**src/rtl/pfm_consts.svh**
```systemverilog
// Constants of the pin function override multiplexer: offsets, fields,
// reset values, fixed pin positions and timing counts.
// Assumes inclusion by bare name from the package and the design files.
`ifndef PFM_CONSTS_SVH
`define PFM_CONSTS_SVH

// ----------------------------------------------------------------------
// Geometry
// ----------------------------------------------------------------------
`define PFM_LINES 44
`define PFM_PORTB_LINES 12
`define PFM_TRACE_SLOTS 11

// ----------------------------------------------------------------------
// Register byte offsets (a = port A word, b = port B word)
// ----------------------------------------------------------------------
`define PFM_OFS_GPIO_EN_A 6'h00
`define PFM_OFS_GPIO_EN_B 6'h04
`define PFM_OFS_FSEL0_A 6'h08
`define PFM_OFS_FSEL0_B 6'h0c
`define PFM_OFS_FSEL1_A 6'h10
`define PFM_OFS_FSEL1_B 6'h14
`define PFM_OFS_OUT_A 6'h18
`define PFM_OFS_OUT_B 6'h1c
`define PFM_OFS_OE_A 6'h20
`define PFM_OFS_OE_B 6'h24
`define PFM_OFS_PULL_A 6'h28
`define PFM_OFS_PULL_B 6'h2c
`define PFM_OFS_PIN_A 6'h30
`define PFM_OFS_PIN_B 6'h34
`define PFM_OFS_TRACE_CTRL 6'h38
`define PFM_OFS_STATUS 6'h3c

// ----------------------------------------------------------------------
// Fields
// ----------------------------------------------------------------------
`define PFM_TRACE_EN_BIT 0
`define PFM_TRACE_MAP_BIT 1
`define PFM_ST_TEST_BIT 0
`define PFM_ST_TRACE_BIT 1
`define PFM_ST_OSC0_BIT 2
`define PFM_ST_OSC1_BIT 3
`define PFM_ST_SLOW_BIT 4

// ----------------------------------------------------------------------
// Reset values
// ----------------------------------------------------------------------
`define PFM_RST_GPIO_EN 44'hfff_ffff_ffff
`define PFM_RST_FSEL 44'h000_0000_0000
`define PFM_RST_OUT 44'h000_0000_0000
`define PFM_RST_OE 44'h000_0000_0000
`define PFM_RST_PULL 44'h000_0000_0000
`define PFM_RST_TRACE_CTRL 2'h0

// ----------------------------------------------------------------------
// Fixed pin positions (line index, port B starts at 32)
// ----------------------------------------------------------------------
`define PFM_TDI_LINE 0
`define PFM_TDO_LINE 1
`define PFM_TMS_LINE 2
`define PFM_TWI_SCL_LINE 9
`define PFM_TWI_SDA_LINE 10
`define PFM_SLOW_IN_LINE 11
`define PFM_SLOW_OUT_LINE 12
`define PFM_OSC0_IN_LINE 18
`define PFM_OSC0_OUT_LINE 19
`define PFM_OSC1_IN_LINE 28
`define PFM_OSC1_OUT_LINE 29
// Trace slots: 0 event in, 1..6 data 5..0, 7 event out, 8 clock,
// 9 frame control 1, 10 frame control 0; six bits each, map 0 then map 1
`define PFM_TRACE_MAP0 {6'h25, 6'h24, 6'h23, 6'h22, 6'h21, 6'h20, \
  6'h1f, 6'h0f, 6'h1e, 6'h26, 6'h27}
`define PFM_TRACE_MAP1 {6'h0e, 6'h08, 6'h07, 6'h06, 6'h05, 6'h04, \
  6'h03, 6'h0f, 6'h0d, 6'h09, 6'h0a}

// ----------------------------------------------------------------------
// Timing
// ----------------------------------------------------------------------
`define PFM_CLK_MHZ 10
`define PFM_SPIKE_NS 200
`define PFM_SPIKE_CYC ((`PFM_SPIKE_NS * `PFM_CLK_MHZ + 999) / 1000)

`endif

```
**src/rtl/pfm_pkg.sv**
```systemverilog
// Types shared by the pin function override multiplexer.
// Assumes pfm_consts.svh on the include path.
`include "pfm_consts.svh"

package pfm_pkg;

  typedef logic [`PFM_LINES-1:0] pfm_lines_t;

  typedef enum logic [1:0] {
    PFM_FUNC_A = 2'h0,
    PFM_FUNC_B = 2'h1,
    PFM_FUNC_C = 2'h2,
    PFM_FUNC_D = 2'h3
  } pfm_func_e;

  typedef enum logic [2:0] {
    PFM_OWN_GPIO = 3'h0,
    PFM_OWN_FUNC = 3'h1,
    PFM_OWN_OSC = 3'h2,
    PFM_OWN_TRACE = 3'h3,
    PFM_OWN_TEST = 3'h4
  } pfm_owner_e;

endpackage : pfm_pkg

```
**src/rtl/pfm_sync.sv**
```systemverilog
// Three-stage input synchroniser for pins.
// Assumes inputs asynchronous to pclk; output changes once stages 2 and 3 agree.
`timescale 1ns/1ps

module pfm_sync #(
  parameter int W = 1
) (
  input wire logic pclk,
  input wire logic presetn,
  input wire logic [W-1:0] async_in,
  input wire logic [W-1:0] reset_val,
  output logic [W-1:0] sync_out
);
  logic [W-1:0] stage1;
  logic [W-1:0] stage2;
  logic [W-1:0] stage3;
  logic primed;

  // Stages keep tracking the pins through reset, so the first compare
  // after release sees real levels rather than a false agreement on zero
  always_ff @(posedge pclk) begin
    stage1 <= async_in;
    stage2 <= stage1;
    stage3 <= stage2;
  end

  // Reset level is a port, so it is loaded by a clocked step, not the reset
  always_ff @(posedge pclk or negedge presetn) begin
    if (!presetn) begin
      primed <= 1'b0;
    end else begin
      primed <= 1'b1;
    end
  end

  always_ff @(posedge pclk) begin
    if (!primed) begin
      sync_out <= reset_val;
    end else begin
      sync_out <= (stage2 & stage3) | (sync_out & (stage2 ^ stage3));
    end
  end

endmodule : pfm_sync

```
**src/rtl/pfm_spike_filter.sv**
```systemverilog
// Spike filter for the two-wire bus lines.
// Assumes synchronised inputs; a level must hold PFM_SPIKE_CYC cycles to pass.
`timescale 1ns/1ps
`include "pfm_consts.svh"

module pfm_spike_filter (
  input wire logic pclk,
  input wire logic presetn,
  input wire logic [1:0] raw_in,
  output logic [1:0] clean_out
);
  localparam logic [3:0] HOLD = 4'(`PFM_SPIKE_CYC);

  genvar g;
  generate
    for (g = 0; g < 2; g++) begin : g_bit
      logic [3:0] count;
      always_ff @(posedge pclk or negedge presetn) begin
        if (!presetn) begin
          count <= 4'h0;
          clean_out[g] <= 1'b1;
        end else if (raw_in[g] == clean_out[g]) begin
          count <= 4'h0;
        end else if (count + 4'h1 >= HOLD) begin
          count <= 4'h0;
          clean_out[g] <= raw_in[g];
        end else begin
          count <= count + 4'h1;
        end
      end
    end
  endgenerate

endmodule : pfm_spike_filter

```
**src/rtl/pfm_mux.sv**
```systemverilog
// Pin function override multiplexer: routes 44 port lines to GPIO or to one
// of four peripheral functions, with test port, trace and oscillator overrides.
// Assumes an APB master on pclk; pins asynchronous; power manager on pclk.
// Function
// - Each line selects GPIO or one of four peripheral functions A to D.
// - Enabled test port takes its fixed pins over any selected function.
// - Test port is enabled while the test clock pin is held low.
// - Test mode, data in, data out pins also GPIO; GPIO after reset.
// - Test clock pin is never a general I/O line.
// - Enabled trace takes its pins over the port function selection.
// - Map bit picks trace pin placement, 0 port B based, 1 port A based.
// - Oscillator pads are steered only by power manager controls.
// - Oscillators use lines 18/19, 28/29 and 11/12, input then output.
// - Every line has its own independently programmed pull-up enable.
// - After reset every line is input with pull-up off, unless preset.
// - Two-wire bus pins drive low only and filter spikes when selected.
// - External reset pin has a permanent pull-up; power-on reset suffices.
`timescale 1ns/1ps
`include "pfm_consts.svh"

module pfm_mux
  import pfm_pkg::*;
(
  input wire logic pclk,
  input wire logic presetn,
  input wire logic psel,
  input wire logic penable,
  input wire logic pwrite,
  input wire logic [31:0] paddr,
  input wire logic [31:0] pwdata,
  output logic [31:0] prdata,
  output logic pready,
  output logic pslverr,
  input wire logic [43:0] line_in,
  output logic [43:0] line_out,
  output logic [43:0] line_oe,
  output logic [43:0] line_pullup,
  output logic [43:0] line_analog,
  input wire logic test_clock_pin,
  output logic test_port_enabled,
  output logic test_data_in,
  output logic test_mode_select,
  input wire logic test_data_out,
  input wire logic [5:0] trace_data_out,
  input wire logic [1:0] trace_frame_control,
  input wire logic trace_clock_out,
  input wire logic debug_event_out_n,
  output logic debug_event_in_n,
  input wire logic pm_osc_zero_en,
  input wire logic pm_osc_one_en,
  input wire logic pm_slow_osc_en,
  input wire logic [43:0] func_a_out,
  input wire logic [43:0] func_a_oe,
  input wire logic [43:0] func_b_out,
  input wire logic [43:0] func_b_oe,
  input wire logic [43:0] func_c_out,
  input wire logic [43:0] func_c_oe,
  input wire logic [43:0] func_d_out,
  input wire logic [43:0] func_d_oe,
  output logic [43:0] line_to_periph,
  output logic reset_pin_pullup
);

  // ----------------------------------------------------------------------
  // Decoding helpers
  // ----------------------------------------------------------------------
  function automatic logic [5:0] trace_line(input logic map, input int slot);
    logic [65:0] table_bits;
    table_bits = map ? `PFM_TRACE_MAP1 : `PFM_TRACE_MAP0;
    return table_bits[(`PFM_TRACE_SLOTS-1-slot)*6 +: 6];
  endfunction : trace_line

  function automatic logic pick4(input pfm_func_e sel, input logic a, input logic b,
                                 input logic c, input logic d);
    case (sel)
      PFM_FUNC_A: return a;
      PFM_FUNC_B: return b;
      PFM_FUNC_C: return c;
      default: return d;
    endcase
  endfunction : pick4

  function automatic logic is_test_line(input int i);
    return i == `PFM_TDI_LINE || i == `PFM_TDO_LINE || i == `PFM_TMS_LINE;
  endfunction : is_test_line

  function automatic logic is_twi_line(input int i);
    return i == `PFM_TWI_SCL_LINE || i == `PFM_TWI_SDA_LINE;
  endfunction : is_twi_line

  // ----------------------------------------------------------------------
  // Configuration state
  // ----------------------------------------------------------------------
  pfm_lines_t gpio_en;
  pfm_lines_t fsel0;
  pfm_lines_t fsel1;
  pfm_lines_t gpio_out;
  pfm_lines_t gpio_oe;
  pfm_lines_t pull_en;
  logic trace_enable;
  logic trace_map_select;

  logic wr_en;
  logic rd_setup;
  logic [5:0] ofs;
  logic mapped;

  assign ofs = paddr[5:0];
  assign mapped = (paddr[31:6] == 26'h0) && (paddr[1:0] == 2'h0);
  assign wr_en = psel && penable && pwrite && mapped;
  assign rd_setup = psel && !penable;
  // Zero wait states keeps the bus simple; reads are prepared in setup
  assign pready = 1'b1;
  assign pslverr = psel && penable && !mapped;
  assign reset_pin_pullup = 1'b1;

  // ----------------------------------------------------------------------
  // Register writes
  // ----------------------------------------------------------------------
  always_ff @(posedge pclk or negedge presetn) begin
    if (!presetn) begin
      gpio_en <= `PFM_RST_GPIO_EN;
    end else if (wr_en && ofs == `PFM_OFS_GPIO_EN_A) begin
      gpio_en[31:0] <= pwdata;
    end else if (wr_en && ofs == `PFM_OFS_GPIO_EN_B) begin
      gpio_en[43:32] <= pwdata[11:0];
    end
  end

  always_ff @(posedge pclk or negedge presetn) begin
    if (!presetn) begin
      fsel0 <= `PFM_RST_FSEL;
      fsel1 <= `PFM_RST_FSEL;
    end else if (wr_en) begin
      case (ofs)
        `PFM_OFS_FSEL0_A: fsel0[31:0] <= pwdata;
        `PFM_OFS_FSEL0_B: fsel0[43:32] <= pwdata[11:0];
        `PFM_OFS_FSEL1_A: fsel1[31:0] <= pwdata;
        `PFM_OFS_FSEL1_B: fsel1[43:32] <= pwdata[11:0];
        default: begin
        end
      endcase
    end
  end

  always_ff @(posedge pclk or negedge presetn) begin
    if (!presetn) begin
      gpio_out <= `PFM_RST_OUT;
      gpio_oe <= `PFM_RST_OE;
    end else if (wr_en) begin
      case (ofs)
        `PFM_OFS_OUT_A: gpio_out[31:0] <= pwdata;
        `PFM_OFS_OUT_B: gpio_out[43:32] <= pwdata[11:0];
        `PFM_OFS_OE_A: gpio_oe[31:0] <= pwdata;
        `PFM_OFS_OE_B: gpio_oe[43:32] <= pwdata[11:0];
        default: begin
        end
      endcase
    end
  end

  always_ff @(posedge pclk or negedge presetn) begin
    if (!presetn) begin
      pull_en <= `PFM_RST_PULL;
    end else if (wr_en && ofs == `PFM_OFS_PULL_A) begin
      pull_en[31:0] <= pwdata;
    end else if (wr_en && ofs == `PFM_OFS_PULL_B) begin
      pull_en[43:32] <= pwdata[11:0];
    end
  end

  always_ff @(posedge pclk or negedge presetn) begin
    if (!presetn) begin
      trace_enable <= 1'(`PFM_RST_TRACE_CTRL >> `PFM_TRACE_EN_BIT);
      trace_map_select <= 1'b0;
    end else if (wr_en && ofs == `PFM_OFS_TRACE_CTRL) begin
      trace_enable <= pwdata[`PFM_TRACE_EN_BIT];
      trace_map_select <= pwdata[`PFM_TRACE_MAP_BIT];
    end
  end

  // ----------------------------------------------------------------------
  // Pin inputs
  // ----------------------------------------------------------------------
  pfm_lines_t pin_sync;
  logic tck_sync;
  logic [1:0] twi_clean;

  pfm_sync #(.W(45)) u_sync (
    .pclk(pclk),
    .presetn(presetn),
    .async_in({test_clock_pin, line_in}),
    .reset_val({1'b1, 44'h000_0000_0000}),
    .sync_out({tck_sync, pin_sync})
  );

  pfm_spike_filter u_twi_filter (
    .pclk(pclk),
    .presetn(presetn),
    .raw_in({pin_sync[`PFM_TWI_SDA_LINE], pin_sync[`PFM_TWI_SCL_LINE]}),
    .clean_out(twi_clean)
  );

  // Test clock pin is sensed only, never muxed onto a port line
  logic test_owns;
  assign test_owns = !tck_sync;

  // ----------------------------------------------------------------------
  // Trace and oscillator claims
  // ----------------------------------------------------------------------
  pfm_lines_t trace_claim;
  pfm_lines_t trace_drive;
  pfm_lines_t trace_val;
  pfm_lines_t osc_claim;
  logic [10:0] trace_src;
  logic [5:0] evti_line;

  assign trace_src = {1'b1, trace_data_out[5], trace_data_out[4], trace_data_out[3],
                      trace_data_out[2], trace_data_out[1], trace_data_out[0],
                      debug_event_out_n, trace_clock_out,
                      trace_frame_control[1], trace_frame_control[0]};
  assign evti_line = trace_line(trace_map_select, 0);

  always_comb begin
    logic [5:0] ln;
    ln = 6'h0;
    trace_claim = '0;
    trace_drive = '0;
    trace_val = '0;
    if (trace_enable) begin
      for (int s = 0; s < `PFM_TRACE_SLOTS; s++) begin
        ln = trace_line(trace_map_select, s);
        trace_claim[ln] = 1'b1;
        trace_drive[ln] = (s != 0);
        trace_val[ln] = trace_src[`PFM_TRACE_SLOTS-1-s];
      end
    end
  end

  always_comb begin
    osc_claim = '0;
    // Pads are claimed only from the power manager, never from fsel
    osc_claim[`PFM_OSC0_IN_LINE] = pm_osc_zero_en;
    osc_claim[`PFM_OSC0_OUT_LINE] = pm_osc_zero_en;
    osc_claim[`PFM_OSC1_IN_LINE] = pm_osc_one_en;
    osc_claim[`PFM_OSC1_OUT_LINE] = pm_osc_one_en;
    osc_claim[`PFM_SLOW_IN_LINE] = pm_slow_osc_en;
    osc_claim[`PFM_SLOW_OUT_LINE] = pm_slow_osc_en;
  end

  // ----------------------------------------------------------------------
  // Per-line ownership and drive
  // ----------------------------------------------------------------------
  pfm_lines_t next_out;
  pfm_lines_t next_oe;
  pfm_lines_t next_pull;
  pfm_owner_e owner [`PFM_LINES];

  genvar i;
  generate
    for (i = 0; i < `PFM_LINES; i++) begin : g_line
      pfm_func_e sel;
      logic fo;
      logic fe;
      assign sel = pfm_func_e'({fsel1[i], fsel0[i]});
      assign fo = pick4(sel, func_a_out[i], func_b_out[i], func_c_out[i], func_d_out[i]);
      assign fe = pick4(sel, func_a_oe[i], func_b_oe[i], func_c_oe[i], func_d_oe[i]);

      always_comb begin
        if (test_owns && is_test_line(i)) begin
          owner[i] = PFM_OWN_TEST;
        end else if (trace_claim[i]) begin
          owner[i] = PFM_OWN_TRACE;
        end else if (osc_claim[i]) begin
          owner[i] = PFM_OWN_OSC;
        end else if (gpio_en[i]) begin
          owner[i] = PFM_OWN_GPIO;
        end else begin
          owner[i] = PFM_OWN_FUNC;
        end
      end

      always_comb begin
        next_out[i] = 1'b0;
        next_oe[i] = 1'b0;
        next_pull[i] = pull_en[i];
        case (owner[i])
          PFM_OWN_TEST: begin
            next_out[i] = test_data_out;
            next_oe[i] = (i == `PFM_TDO_LINE);
            // Mode select and data in keep their pull-ups while owned
            next_pull[i] = (i != `PFM_TDO_LINE);
          end
          PFM_OWN_TRACE: begin
            next_out[i] = trace_val[i];
            next_oe[i] = trace_drive[i];
          end
          PFM_OWN_OSC: begin
            next_pull[i] = 1'b0;
          end
          PFM_OWN_GPIO: begin
            next_out[i] = gpio_out[i];
            next_oe[i] = gpio_oe[i];
          end
          PFM_OWN_FUNC: begin
            if (is_twi_line(i) && sel == PFM_FUNC_A) begin
              // Open drain: only ever pull low
              next_out[i] = 1'b0;
              next_oe[i] = fe && !fo;
            end else begin
              next_out[i] = fo;
              next_oe[i] = fe;
            end
          end
          default: begin
          end
        endcase
      end

      always_comb begin
        if (is_twi_line(i) && owner[i] == PFM_OWN_FUNC && sel == PFM_FUNC_A) begin
          line_to_periph[i] = (i == `PFM_TWI_SCL_LINE) ? twi_clean[0] : twi_clean[1];
        end else begin
          line_to_periph[i] = pin_sync[i];
        end
      end
    end
  endgenerate

  // ----------------------------------------------------------------------
  // Registered pad controls
  // ----------------------------------------------------------------------
  always_ff @(posedge pclk or negedge presetn) begin
    if (!presetn) begin
      line_out <= '0;
      line_oe <= '0;
      line_pullup <= `PFM_RST_PULL;
      line_analog <= '0;
    end else begin
      line_out <= next_out;
      line_oe <= next_oe;
      line_pullup <= next_pull;
      line_analog <= osc_claim & ~trace_claim;
    end
  end

  always_ff @(posedge pclk or negedge presetn) begin
    if (!presetn) begin
      test_port_enabled <= 1'b0;
      test_data_in <= 1'b1;
      test_mode_select <= 1'b1;
      debug_event_in_n <= 1'b1;
    end else begin
      test_port_enabled <= test_owns;
      // Idle high keeps the test state machine parked when not owned
      test_data_in <= test_owns ? pin_sync[`PFM_TDI_LINE] : 1'b1;
      test_mode_select <= test_owns ? pin_sync[`PFM_TMS_LINE] : 1'b1;
      debug_event_in_n <= (trace_enable && owner[evti_line] == PFM_OWN_TRACE) ?
                          pin_sync[evti_line] : 1'b1;
    end
  end

  // ----------------------------------------------------------------------
  // Register reads
  // ----------------------------------------------------------------------
  always_ff @(posedge pclk or negedge presetn) begin
    if (!presetn) begin
      prdata <= 32'h0000_0000;
    end else if (rd_setup && !pwrite) begin
      case (ofs)
        `PFM_OFS_GPIO_EN_A: prdata <= gpio_en[31:0];
        `PFM_OFS_GPIO_EN_B: prdata <= {20'h0_0000, gpio_en[43:32]};
        `PFM_OFS_FSEL0_A: prdata <= fsel0[31:0];
        `PFM_OFS_FSEL0_B: prdata <= {20'h0_0000, fsel0[43:32]};
        `PFM_OFS_FSEL1_A: prdata <= fsel1[31:0];
        `PFM_OFS_FSEL1_B: prdata <= {20'h0_0000, fsel1[43:32]};
        `PFM_OFS_OUT_A: prdata <= gpio_out[31:0];
        `PFM_OFS_OUT_B: prdata <= {20'h0_0000, gpio_out[43:32]};
        `PFM_OFS_OE_A: prdata <= gpio_oe[31:0];
        `PFM_OFS_OE_B: prdata <= {20'h0_0000, gpio_oe[43:32]};
        `PFM_OFS_PULL_A: prdata <= pull_en[31:0];
        `PFM_OFS_PULL_B: prdata <= {20'h0_0000, pull_en[43:32]};
        `PFM_OFS_PIN_A: prdata <= pin_sync[31:0];
        `PFM_OFS_PIN_B: prdata <= {20'h0_0000, pin_sync[43:32]};
        `PFM_OFS_TRACE_CTRL: prdata <= {30'h0, trace_map_select, trace_enable};
        `PFM_OFS_STATUS: prdata <= {27'h0, pm_slow_osc_en, pm_osc_one_en,
                                    pm_osc_zero_en, trace_enable, test_owns};
        default: prdata <= 32'h0000_0000;
      endcase
    end
  end

endmodule : pfm_mux

```
**config.mk**
```make
export PLATFORM = sky130hd
export DESIGN_NAME = pfm_mux
export DESIGN_NICKNAME = d
export VERILOG_FILES = /design/src/rtl/pfm_pkg.sv /design/src/rtl/pfm_sync.sv /design/src/rtl/pfm_spike_filter.sv /design/src/rtl/pfm_mux.sv
export VERILOG_INCLUDE_DIRS = /design/src /design/src/rtl
export SDC_FILE = /design/constraint.sdc
export NUM_CORES = 1
export LEC_CHECK = 0
export BUFFER_PORTS_ARGS = -buffer_cell sky130_fd_sc_hd__buf_2
export CAP_MARGIN = 20
export CORE_AREA = 2 2 284 286
export CTS_BUF_LIST = sky130_fd_sc_hd__clkbuf_4 sky130_fd_sc_hd__clkbuf_8
export CTS_CLUSTER_DIAMETER = 30
export CTS_CLUSTER_SIZE = 25
export DETAILED_ROUTE_END_ITERATION = 8
export DIE_AREA = 0 0 286 288
export PLACE_DENSITY = 0.66
export SYNTH_ARGS = -nofsm -noshare
export SYNTH_HDL_FRONTEND = slang
export SYNTH_SLANG_ARGS = --single-unit
```
**constraint.sdc**
```tcl
create_clock -name pclk -period 1.64 [get_ports pclk]
set_input_delay 0.492 -clock pclk [delete_from_list [all_inputs] [get_ports pclk]]
set_output_delay 0.492 -clock pclk [all_outputs]
set_load 0.005 [all_outputs]
```
==> impl_metrics.env, run 1 <==
export IMPL_status="finished, violations left"
export IMPL_violations="negative setup slack"
export IMPL_cp_arrival_ps=2010
export IMPL_fp_dieW_microns=286
export IMPL_num_rows=104
export IMPL_syn_to_final_growth_pct=51.0
export IMPL_finish_utilization_pct=49.8
export IMPL_antenna_found_initial=15
export IMPL_synth_edf_count=0
export IMPL_post_route_drc_count=0
export IMPL_cp_required_ps=1150
export IMPL_r2r_end="prdata[9]$_DFFE_PN0P_"
export IMPL_ys_seq_area_share_pct=56.6
export IMPL_place_area_sq_um=33100
export IMPL_grt_pass1_wl_microns=158000
export IMPL_yosys_register_bits=628
export IMPL_routed_wl_microns=113000
export IMPL_p_leak_uw=0.0185
export IMPL_cp_top_family="simple AND/OR/NAND/NOR gates"
export IMPL_reg2reg_slack_ps=-70
export IMPL_synth_avg_cell_area_sq_um=13.9
export IMPL_endpoint="line_to_periph[10]"
export IMPL_worst_slew_pin_slew_ps=665
export IMPL_initial_core_util_pct=33.0
export IMPL_clock_skew_ps=48.5
export IMPL_crit_reg2reg_launch="u_sync.sync_out[41]$_SDFF_PN0_"
export IMPL_hold_path_class="primary input to flop"
export IMPL_cp_cell_sequence="and2_4 > nor4_4 > mux2_4 > buf_6"
export IMPL_synth_area_sq_um=26300
export IMPL_coreArea_sq_um=79600
export IMPL_io_pins=739
export IMPL_synth_async_reset_ratio_pct=71.3
export IMPL_critPathMaxFanout=4
export IMPL_clock_latency_ps=800
export IMPL_worstSetupPathDepth=4
export IMPL_cts_tree="built"
export IMPL_fin_ws_ps=-859
export IMPL_power_uw=39200
export IMPL_end_kind="output port"
export IMPL_vias=21100
export IMPL_slew_headroom_pct=55.3
export IMPL_fillers=6844
export IMPL_wl_per_cell_microns=27.2
export IMPL_reg2reg_depth=6
export IMPL_cp_slowest_cell="dfrtp_1"
export IMPL_drt_iter0_markers=1645
export IMPL_setup_viol=486
export IMPL_hold_viol=0
export IMPL_cp_startpoint="trace_map_select$_DFFE_PN0P_"
export IMPL_hold_start="trace_data_out[0]"
export IMPL_ir_drop_mv=0.671
export IMPL_post_place_ws_ps=-1170
export IMPL_stdcell_area_sq_um=39700
export IMPL_yosysUniqueCellTypes=62
export IMPL_die_h_microns=288
export IMPL_gp_congestion=0.928
export IMPL_drv_cap=0
export IMPL_power_density_nw_per_um2=987
export IMPL_critPathMaxStageDelay_ps=370
export IMPL_drive_above_1_share_pct=59.4
export IMPL_cts_max_path_buffers=3
export IMPL_cp_num_buf_inv=1
export IMPL_dp_hpwl_microns=79500
export IMPL_period_needed_ps=2500
export IMPL_fin_crit_sh_pct=152
export IMPL_rsz0062_at_grt="true"
export IMPL_final_antenna_net_count=0
export IMPL_synth_cells=1890
export IMPL_post_drt_via_cell_ratio=5.09
export IMPL_track_usage_pct=27.0
export IMPL_cts_made_buffers=134
export IMPL_slew_viol_final=0
export IMPL_dieArea_sq_um=82400
export IMPL_path_class="flop to output port"
export IMPL_most_common_layout_cells="buf_2 (619), dfrtp_1 (393), mux2_4 (271)"
export IMPL_layout_commonest_cell="buf_2"
export IMPL_cts_htree_levels=4
export IMPL_grt_ovfl_total=0
export IMPL_yosysWarnings=0
export IMPL_clock_sinks=628
export IMPL_root_buffer="clkbuf_8"
export IMPL_clkSlewWorstSetupHoldPaths_ps=60
export IMPL_drt_pass1_iter_count=6
export IMPL_first_global_vias=21900
export IMPL_final_nets=3497
export IMPL_port_buffers=698
export IMPL_synth_ff_type="dfrtp_1"
export IMPL_grt_start_max_net_pins=46
export IMPL_fmax_mhz=400
export IMPL_fin_setup_tns_ps=-59230
export IMPL_worstSetupStartpointType="flop"
-- worst min path at each step --
| stage | slack, ps | depth (start not counted) | end |
|---|---|---|---|
| after global placement | 310 | 0 | u_sync.stage2[20]$_DFF_P_ |
| final | 60 | 3 | line_out[31]$_DFF_PN0_ |
| after floorplan | 200 | 0 | fsel0[0]$_DFFE_PN0P_ |
| after global routing | 40 | 2 | gpio_en[16]$_DFFE_PN1P_ |
| after CTS | 0.1 | 3 | line_out[31]$_DFF_PN0_ |
| after detailed placement | 310 | 0 | u_sync.stage2[10]$_DFF_P_ |
-- layout make-up --
cell class	instances	area, sq um	share of cell area, %
flip-flops and latches	628	15000	37.7
diodes	7	17.5	0.0442
repair buffers	1099	8370	21.1
clock inverters	81	1080	2.73
multi-input cells	1101	11700	29.5
clock buffers	167	2190	5.51
well taps	1060	1330	3.34
inverters	4	15.0	0.0378
-- through the flow --
stage	hold WS (ps)	std cells
final	55.7	4147
after global routing	38.8	4143
after CTS	0.115	4147
after detailed placement	312	3703
after global placement	311	3703
after floorplan	196	1935
-- flip-flops by register name, indices dropped and copies added, names as in the netlist, 2 cells and up --
| register | flops |
|---|---|
| u_sync.stage1 | 45 |
| u_sync.stage2 | 45 |
| u_sync.stage3 | 45 |
| u_sync.sync_out | 45 |
| fsel0 | 44 |
| fsel1 | 44 |
| gpio_en | 44 |
| gpio_oe | 44 |
| gpio_out | 44 |
| line_oe | 44 |
| line_out | 44 |
| line_pullup | 44 |
| pull_en | 44 |
| prdata | 32 |
| u_twi_filter.g_bit.count | 8 |
| line_analog | 3 |
| u_twi_filter.clean_out | 2 |
-- synthesized netlist by cell type (6+ instances only) --
cell / count / share of area (%)
nor2b_1: 57 / 1.4
and2_1: 9 / 0.21
a221oi_1: 7 / 0.23
dfstp_2: 49 / 4.9
nor3_2: 7 / 0.27
a21oi_1: 76 / 1.4
nand2_1: 58 / 0.83
a222oi_1: 16 / 0.61
o21ai_0: 30 / 0.57
nand3_1: 26 / 0.50
mux2_1: 7 / 0.30
a22oi_1: 77 / 2.2
a31oi_1: 6 / 0.14
nor4_1: 11 / 0.26
mux4_2: 84 / 7.2
dfxtp_1: 180 / 14
mux2_2: 301 / 13
a22o_1: 28 / 0.93
clkbuf_1: 60 / 0.86
dfrtp_1: 399 / 38
buf_2: 32 / 0.61
nor3_1: 12 / 0.23
ha_1: 49 / 2.3
o2bb2ai_1: 6 / 0.20
mux2i_1: 84 / 3.2
buf_4: 101 / 2.9
nor2_1: 38 / 0.54
-- timing repair --
item                       in CTS  in global routing
setup endpoints to repair     499                501
cloned                         24                  0
hold endpoints to repair      327                  0
setup buffers                 106                 15
hold buffers                   71                  0
gates resized for setup       321                 72
pin swaps                      16                 15
-- worst min-delay path, delay by kind of cell --
kind | cells | cell delay (ps)
AOI/OAI and AO/OA | 1 | 110
buffers and inverters | 1 | 120
and+or+nand+nor | 1 | 50
-- routing by layer --
metal	routed length (microns)	track usage, %
met1	47500	36.1
met3	8990	6.27
met4	3780	9.82
met2	52600	42.8
met5	55	0
-- report_power, final --
part | total [uW] | switching, uW | leakage (uW) | internal, uW
clock network | 20200 | 7930 | 0.00166 | 12300
registers | 16000 | 193 | 0.00739 | 15800
logic | 2920 | 1450 | 0.00946 | 1470
-- cells by family after synthesis --
logic type / count (synthesis) / synth area share [%]
DFF: 628 / 56.6
muxes: 476 / 23.6
AOI/OAI and AO/OA: 264 / 6.96
and+or+nand+nor: 261 / 5.66
buffers and inverters: 206 / 4.66
adders and majority gates: 49 / 2.33
xor gates and xnor gates: 4 / 0.133
other: 2 / 0.0286
No activity file was read; power rests on OpenSTA's default activity.
==> run 2, diff against run 1 <==
--- a/config.mk
+++ b/config.mk
@@ -15,6 +15,7 @@
 export DETAILED_ROUTE_END_ITERATION = 8
 export DIE_AREA = 0 0 286 288
 export PLACE_DENSITY = 0.66
+export SKIP_LAST_GASP = 1
 export SYNTH_ARGS = -nofsm -noshare
 export SYNTH_HDL_FRONTEND = slang
 export SYNTH_SLANG_ARGS = --single-unit
==> run 2 against run 1 <==
- the flow still finishes with violations (negative setup slack)
- design area about the same
- final cell count hardly changed
- sequential share of layout area barely moved
- clock-buffer cell count stayed put
==> impl_metrics.env, run 2 (synthesis gave the netlist of run 1 again) <==
export IMPL_antenna_found_initial=14
export IMPL_clock_sinks=628
export IMPL_period_needed_ps=2510
export IMPL_post_drt_via_cell_ratio=5.07
export IMPL_ir_drop_mv=0.671
export IMPL_cp_required_ps=1150
export IMPL_slew_viol_final=0
export IMPL_worstSetupStartpointType="flop"
export IMPL_port_buffers=698
export IMPL_root_buffer="clkbuf_8"
export IMPL_coreArea_sq_um=79600
export IMPL_place_inst=3703
export IMPL_drive_above_1_share_pct=59.4
export IMPL_critPathMaxFanout=4
export IMPL_hold_viol=0
export IMPL_first_global_vias=21800
export IMPL_dp_hpwl_microns=79500
export IMPL_hold_path_class="primary input to flop"
export IMPL_cp_num_buf_inv=1
export IMPL_slew_headroom_pct=55.2
export IMPL_end_kind="output port"
export IMPL_worst_slew_pin_slew_ps=667
export IMPL_wl_per_cell_microns=27.2
export IMPL_violations="negative setup slack"
export IMPL_final_nets=3499
export IMPL_num_rows=104
export IMPL_fin_ws_ps=-871
export IMPL_post_route_drc_count=0
export IMPL_setup_viol=486
export IMPL_grt_pass1_wl_microns=158000
export IMPL_routed_wl_microns=113000
export IMPL_syn_to_final_growth_pct=51.0
export IMPL_path_class="flop to output port"
export IMPL_die_h_microns=288
export IMPL_cts_htree_levels=4
export IMPL_power_density_nw_per_um2=987
export IMPL_fp_dieW_microns=286
export IMPL_grt_start_max_net_pins=46
export IMPL_post_place_ws_ps=-1170
export IMPL_initial_core_util_pct=33.0
export IMPL_dieArea_sq_um=82400
export IMPL_cts_max_path_buffers=3
export IMPL_cp_cell_sequence="and2_4 > nor4_4 > mux2_4 > buf_2"
export IMPL_drt_pass1_iter_count=9
export IMPL_gp_congestion=0.928
export IMPL_fmax_mhz=398
export IMPL_vias=21000
export IMPL_cp_top_family="simple AND/OR/NAND/NOR gates"
export IMPL_final_cells=4151
export IMPL_p_leak_uw=0.0185
export IMPL_grt_ovfl_total=0
export IMPL_rsz0062_at_grt="true"
export IMPL_clock_skew_ps=50.9
export IMPL_layout_commonest_cell="buf_2"
export IMPL_cts_made_buffers=134
export IMPL_clock_latency_ps=800
export IMPL_cp_arrival_ps=2020
export IMPL_drt_iter0_markers=1624
export IMPL_track_usage_pct=27.0
export IMPL_cp_slowest_cell="dfrtp_1"
export IMPL_fin_crit_sh_pct=153
export IMPL_cts_tree="built"
export IMPL_io_pins=739
export IMPL_clkSlewWorstSetupHoldPaths_ps=60
export IMPL_drv_cap=0
export IMPL_final_antenna_net_count=0
export IMPL_status="finished, violations left"
export IMPL_most_common_layout_cells="buf_2 (621), dfrtp_1 (393), mux2_4 (269)"
export IMPL_critPathMaxStageDelay_ps=380
==> run 2: changes by cell type in the layout (fill, tap and decap cells not counted), moves of 2 or more <==
cell / delta
buf_12: +2
buf_2: +2
buf_6: -4
diode_2: +2
mux2_2: +2
mux2_4: -2
==> run 2: power breakdown <==
group / internal, uW / leakage, uW / switching (uW) / total [uW]
clock network: 12300 / 0.00166 / 7950 / 20200
logic: 1470 / 0.00947 / 1450 / 2920
registers: 15800 / 0.00739 / 192 / 16000
total: 29600 / 0.0185 / 9590 / 39200
==> run 2: routing by layer <==
metal,GRT usage [%],vias up,routed length [microns]
met5,0,-,55
met4,10.4,8,3910
met3,5.76,224,8360
met2,42.9,1053,52600
met1,36.1,10700,47900
li1,-,9083,-
==> run 2: stage by stage <==
stage               cell area [sq um]  power (uW)  hold WS (ps)  TNS, ps  utilization, %
finish                          39700       39200          64.6   -61800            49.8
global route                    39700       40500          52.8   -86320            49.8
CTS                             39600       39400         0.115   -82170            49.8
detailed placement              33100       18800           312  -299590            41.6
global placement                33100       18800           311  -283190            41.6
floorplan                       27400       17200           196  -159650               -
==> run 2: final cells by class <==
cell class,count,area (sq um)
clock buffer,167,2190
multi-input combinational,1101,11700
fill,6852,40000
tap,1060,1330
sequential,628,15000
clock inverter,81,1080
inverter,4,15.0
antenna,9,22.5
timing repair buffer,1101,8380
==> run 2: worst min-delay path, stage by stage <==
cell and delay, ps:
buf_2 150, nand2_1 70, o21ai_0 80
==> run 2: what timing repair did <==
item | CTS | global route
hold buffers | 72 | 0
setup endpoints to repair | 499 | 504
pin swaps | 16 | 15
hold endpoints to repair | 329 | 0
gates resized for setup | 298 | 95
buffers inserted | 106 | 18
gates cloned | 24 | 0
==> run 2: worst paths after layout <==
| check | slack [ps] | endpoint | depth (start not counted) | start |
|---|---|---|---|---|
| max in group asynchronous | 650 | fsel0[4]$_DFFE_PN0P_ | 4 | presetn |
| setup / recovery | -870 | line_to_periph[10] | 4 | trace_map_select$_DFFE_PN0P_ |
| hold reg to reg | 320 | u_sync.stage2[27]$_DFF_P_ | 0 | u_sync.stage1[27]$_DFF_P_ |
| hold / removal | 60 | line_out[30]$_DFF_PN0_ | 3 | trace_clock_out |
| min in group asynchronous | 170 | line_pullup[39]$_DFF_PN0_ | 2 | presetn |
| setup reg to reg | -100 | prdata[9]$_DFFE_PN0P_ | 6 | u_sync.sync_out[41]$_SDFF_PN0_ |
==> run 3, diff against run 2 <==
==> constraint.sdc (replaced) <==
create_clock -name pclk -period 1.64 [get_ports pclk]
set_input_delay 0.082 -clock pclk [delete_from_list [all_inputs] [get_ports pclk]]
set_output_delay 0.082 -clock pclk [all_outputs]
set_load 0.005 [all_outputs]
==> run 3 against run 2 <==
- the flow still finishes with violations (negative setup slack)
- clock power is 5% lower
- fmax grew 20%
- via count is 7.7% higher
- clock skew shrank 3.9 ps
- global-route usage is 0.11 points higher
- non-clock buffer count up 266
- final cell count increased by 6.4%
- utilization up 1.4 points
- sequential power barely moved
- largest power group unchanged
- worst setup slack better by 420 ps
- combinational power increased by 18%
==> impl_metrics.env, run 3 (synthesis gave the netlist of run 1 again) <==
export IMPL_gp_congestion=0.911
export IMPL_drv_cap=0
export IMPL_path_class="flop to output port"
export IMPL_internal_power_uw=29000
export IMPL_power_share_clock_pct=49.5
export IMPL_coreArea_sq_um=79600
export IMPL_layout_commonest_cell="buf_2"
export IMPL_hold_viol=0
export IMPL_r2r_end="line_out[32]$_DFF_PN0_"
export IMPL_fin_setup_tns_ps=-945
export IMPL_power_density_nw_per_um2=948
export IMPL_track_usage_pct=27.1
export IMPL_io_pins=739
export IMPL_final_nets=3765
export IMPL_power_share_sequential_pct=41.6
export IMPL_post_route_drc_count=0
export IMPL_wl_met3_microns=9430
export IMPL_clock_sinks=628
export IMPL_cp_slowest_cell="dfrtp_1"
export IMPL_grt_start_max_net_pins=78
export IMPL_drt_pass1_iter_count=6
export IMPL_fin_ws_ps=-451
export IMPL_antenna_found_initial=15
export IMPL_root_buffer="clkbuf_8"
export IMPL_first_global_vias=24000
export IMPL_grt_ovfl_total=0
export IMPL_violations="negative setup slack"
export IMPL_setup_viol=9
export IMPL_reg2reg_slack_ps=-30
export IMPL_rsz0062_at_grt="true"
export IMPL_cts_htree_levels=4
export IMPL_cp_cell_sequence="and2_4 > nor4_4 > mux2_4 > buf_6"
export IMPL_cts_made_buffers=134
export IMPL_end_kind="output port"
export IMPL_dp_hpwl_microns=78700
export IMPL_wl_per_cell_microns=25.9
export IMPL_place_area_sq_um=32800
export IMPL_clock_skew_ps=47.0
export IMPL_die_h_microns=288
export IMPL_post_drt_via_cell_ratio=5.13
export IMPL_vias=22700
export IMPL_endpoint="line_to_periph[9]"
export IMPL_worstSetupStartpointType="flop"
export IMPL_cts_tree="built"
export IMPL_hold_path_class="primary input to flop"
export IMPL_highest_layer="met5"
export IMPL_p_switching_uw=9720
export IMPL_wl_met1_microns=45600
export IMPL_critPathMaxFanout=5
export IMPL_cts_max_path_buffers=3
export IMPL_drive_above_1_share_pct=48.9
export IMPL_routed_wl_microns=114000
export IMPL_stdcell_area_sq_um=40800
export IMPL_cp_startpoint="trace_enable$_DFFE_PN0P_"
export IMPL_fp_dieW_microns=286
export IMPL_wl_met2_microns=53400
export IMPL_syn_to_final_growth_pct=55.4
export IMPL_p_leak_uw=0.0190
export IMPL_ir_drop_mv=0.851
export IMPL_period_needed_ps=2090
export IMPL_most_common_layout_cells="buf_2 (693), dlygate4sd3_1 (474), dfrtp_1 (392)"
export IMPL_reg2reg_depth=4
export IMPL_drt_iter0_markers=1817
export IMPL_clock_latency_ps=780
export IMPL_dieArea_sq_um=82400
export IMPL_initial_core_util_pct=33.0
export IMPL_cp_arrival_ps=2010
export IMPL_clkSlewWorstSetupHoldPaths_ps=50
export IMPL_grt_pass1_wl_microns=161000
export IMPL_final_antenna_net_count=0
export IMPL_port_buffers=698
export IMPL_critPathMaxStageDelay_ps=380
export IMPL_switching_share_pct=25.1
export IMPL_combPwrFrac_pct=8.9
export IMPL_crit_reg2reg_launch="fsel0[32]$_DFFE_PN0P_"
export IMPL_status="finished, violations left"
export IMPL_num_rows=104
export IMPL_cp_required_ps=1560
export IMPL_fmax_mhz=478
export IMPL_slew_viol_final=0
export IMPL_fin_crit_sh_pct=127
[run 3: cell count changes in the layout (fill, tap and decap cells not counted), sizes merged]
| cell | delta |
|---|---|
| buf | -136 |
| diode | -2 |
| bufinv | -6 |
| clkinvlp | +9 |
| clkinv | +4 |
| inv | -7 |
| dlygate4sd3 | +402 |
[run 3: stage by stage]
stage / hold WS, ps / total power, uW / util, % / std cells / worst slack (ps)
floorplan: -214 / 17200 / - / 1935 / -253
global placement: 33.9 / 18700 / 41.2 / 3679 / -869
detailed placement: 32.2 / 18800 / 41.2 / 3679 / -892
CTS: 0.305 / 38800 / 51.2 / 4404 / -554
global route: 64.5 / 40100 / 51.3 / 4414 / -519
finish: 68.9 / 38700 / 51.3 / 4415 / -451
[run 3: worst min path at each step]
stage                           startpoint                 endpoint  slack (ps)  depth (start not counted)
floorplan                          presetn     fsel0[0]$_DFFE_PN0P_        -210                          0
global placement                   presetn  pull_en[39]$_DFFE_PN0P_          30                          1
detailed placement                 presetn  pull_en[39]$_DFFE_PN0P_          30                          1
CTS                         func_d_out[38]   line_out[38]$_DFF_PN0_         0.3                          4
global route        trace_frame_control[0]   line_out[39]$_DFF_PN0_          60                          4
finish                       func_b_out[4]    line_out[4]$_DFF_PN0_          70                          5
[run 3: worst max-delay path, delay by kind of cell, from the launching register on]
family                 cells  cell delay (ps)
AND/OR/NAND/NOR            2              410
buffers and inverters      1              120
multiplexers               1              330
flip-flops                 1              380
[run 3: per-layer routing]
layer  vias to the layer above  global-route usage, %
met4                         8                   14.5
met2                      1343                   42.8
met1                     11400                   34.0
li1                       9602                      -
met5                         -                      0
met3                       343                   7.04
[run 3: power groups by stage]
stage | Combinational [uW] | Clock, uW | Sequential (uW)
6_report | 3440 | 19200 | 16100
5_1_grt | 3670 | 20300 | 16100
3_3_place_gp | 2390 | 0 | 16300
4_1_cts | 3330 | 19400 | 16100
2_1_floorplan | 884 | 0 | 16300
3_5_place_dp | 2420 | 0 | 16400
[run 3: what timing repair did]
action / CTS / global route
buffers inserted: 3 / 4
resized for setup: 27 / 10
setup endpoints to repair: 57 / 36
hold buffers: 475 / 0
hold endpoints to repair: 881 / 0
pin swaps: 3 / 5
[run 3: area by class of cell]
type | instances | area [sq um]
Timing Repair Buffer | 1367 | 10300
Inverter | 4 | 15.0
Clock buffer | 167 | 2180
Sequential cell | 628 | 14900
Clock inverter | 81 | 923
Antenna cell | 7 | 17.5
Multi-Input combinational cell | 1101 | 11200
Tap cell | 1060 | 1330
Fill cell | 6616 | 38800
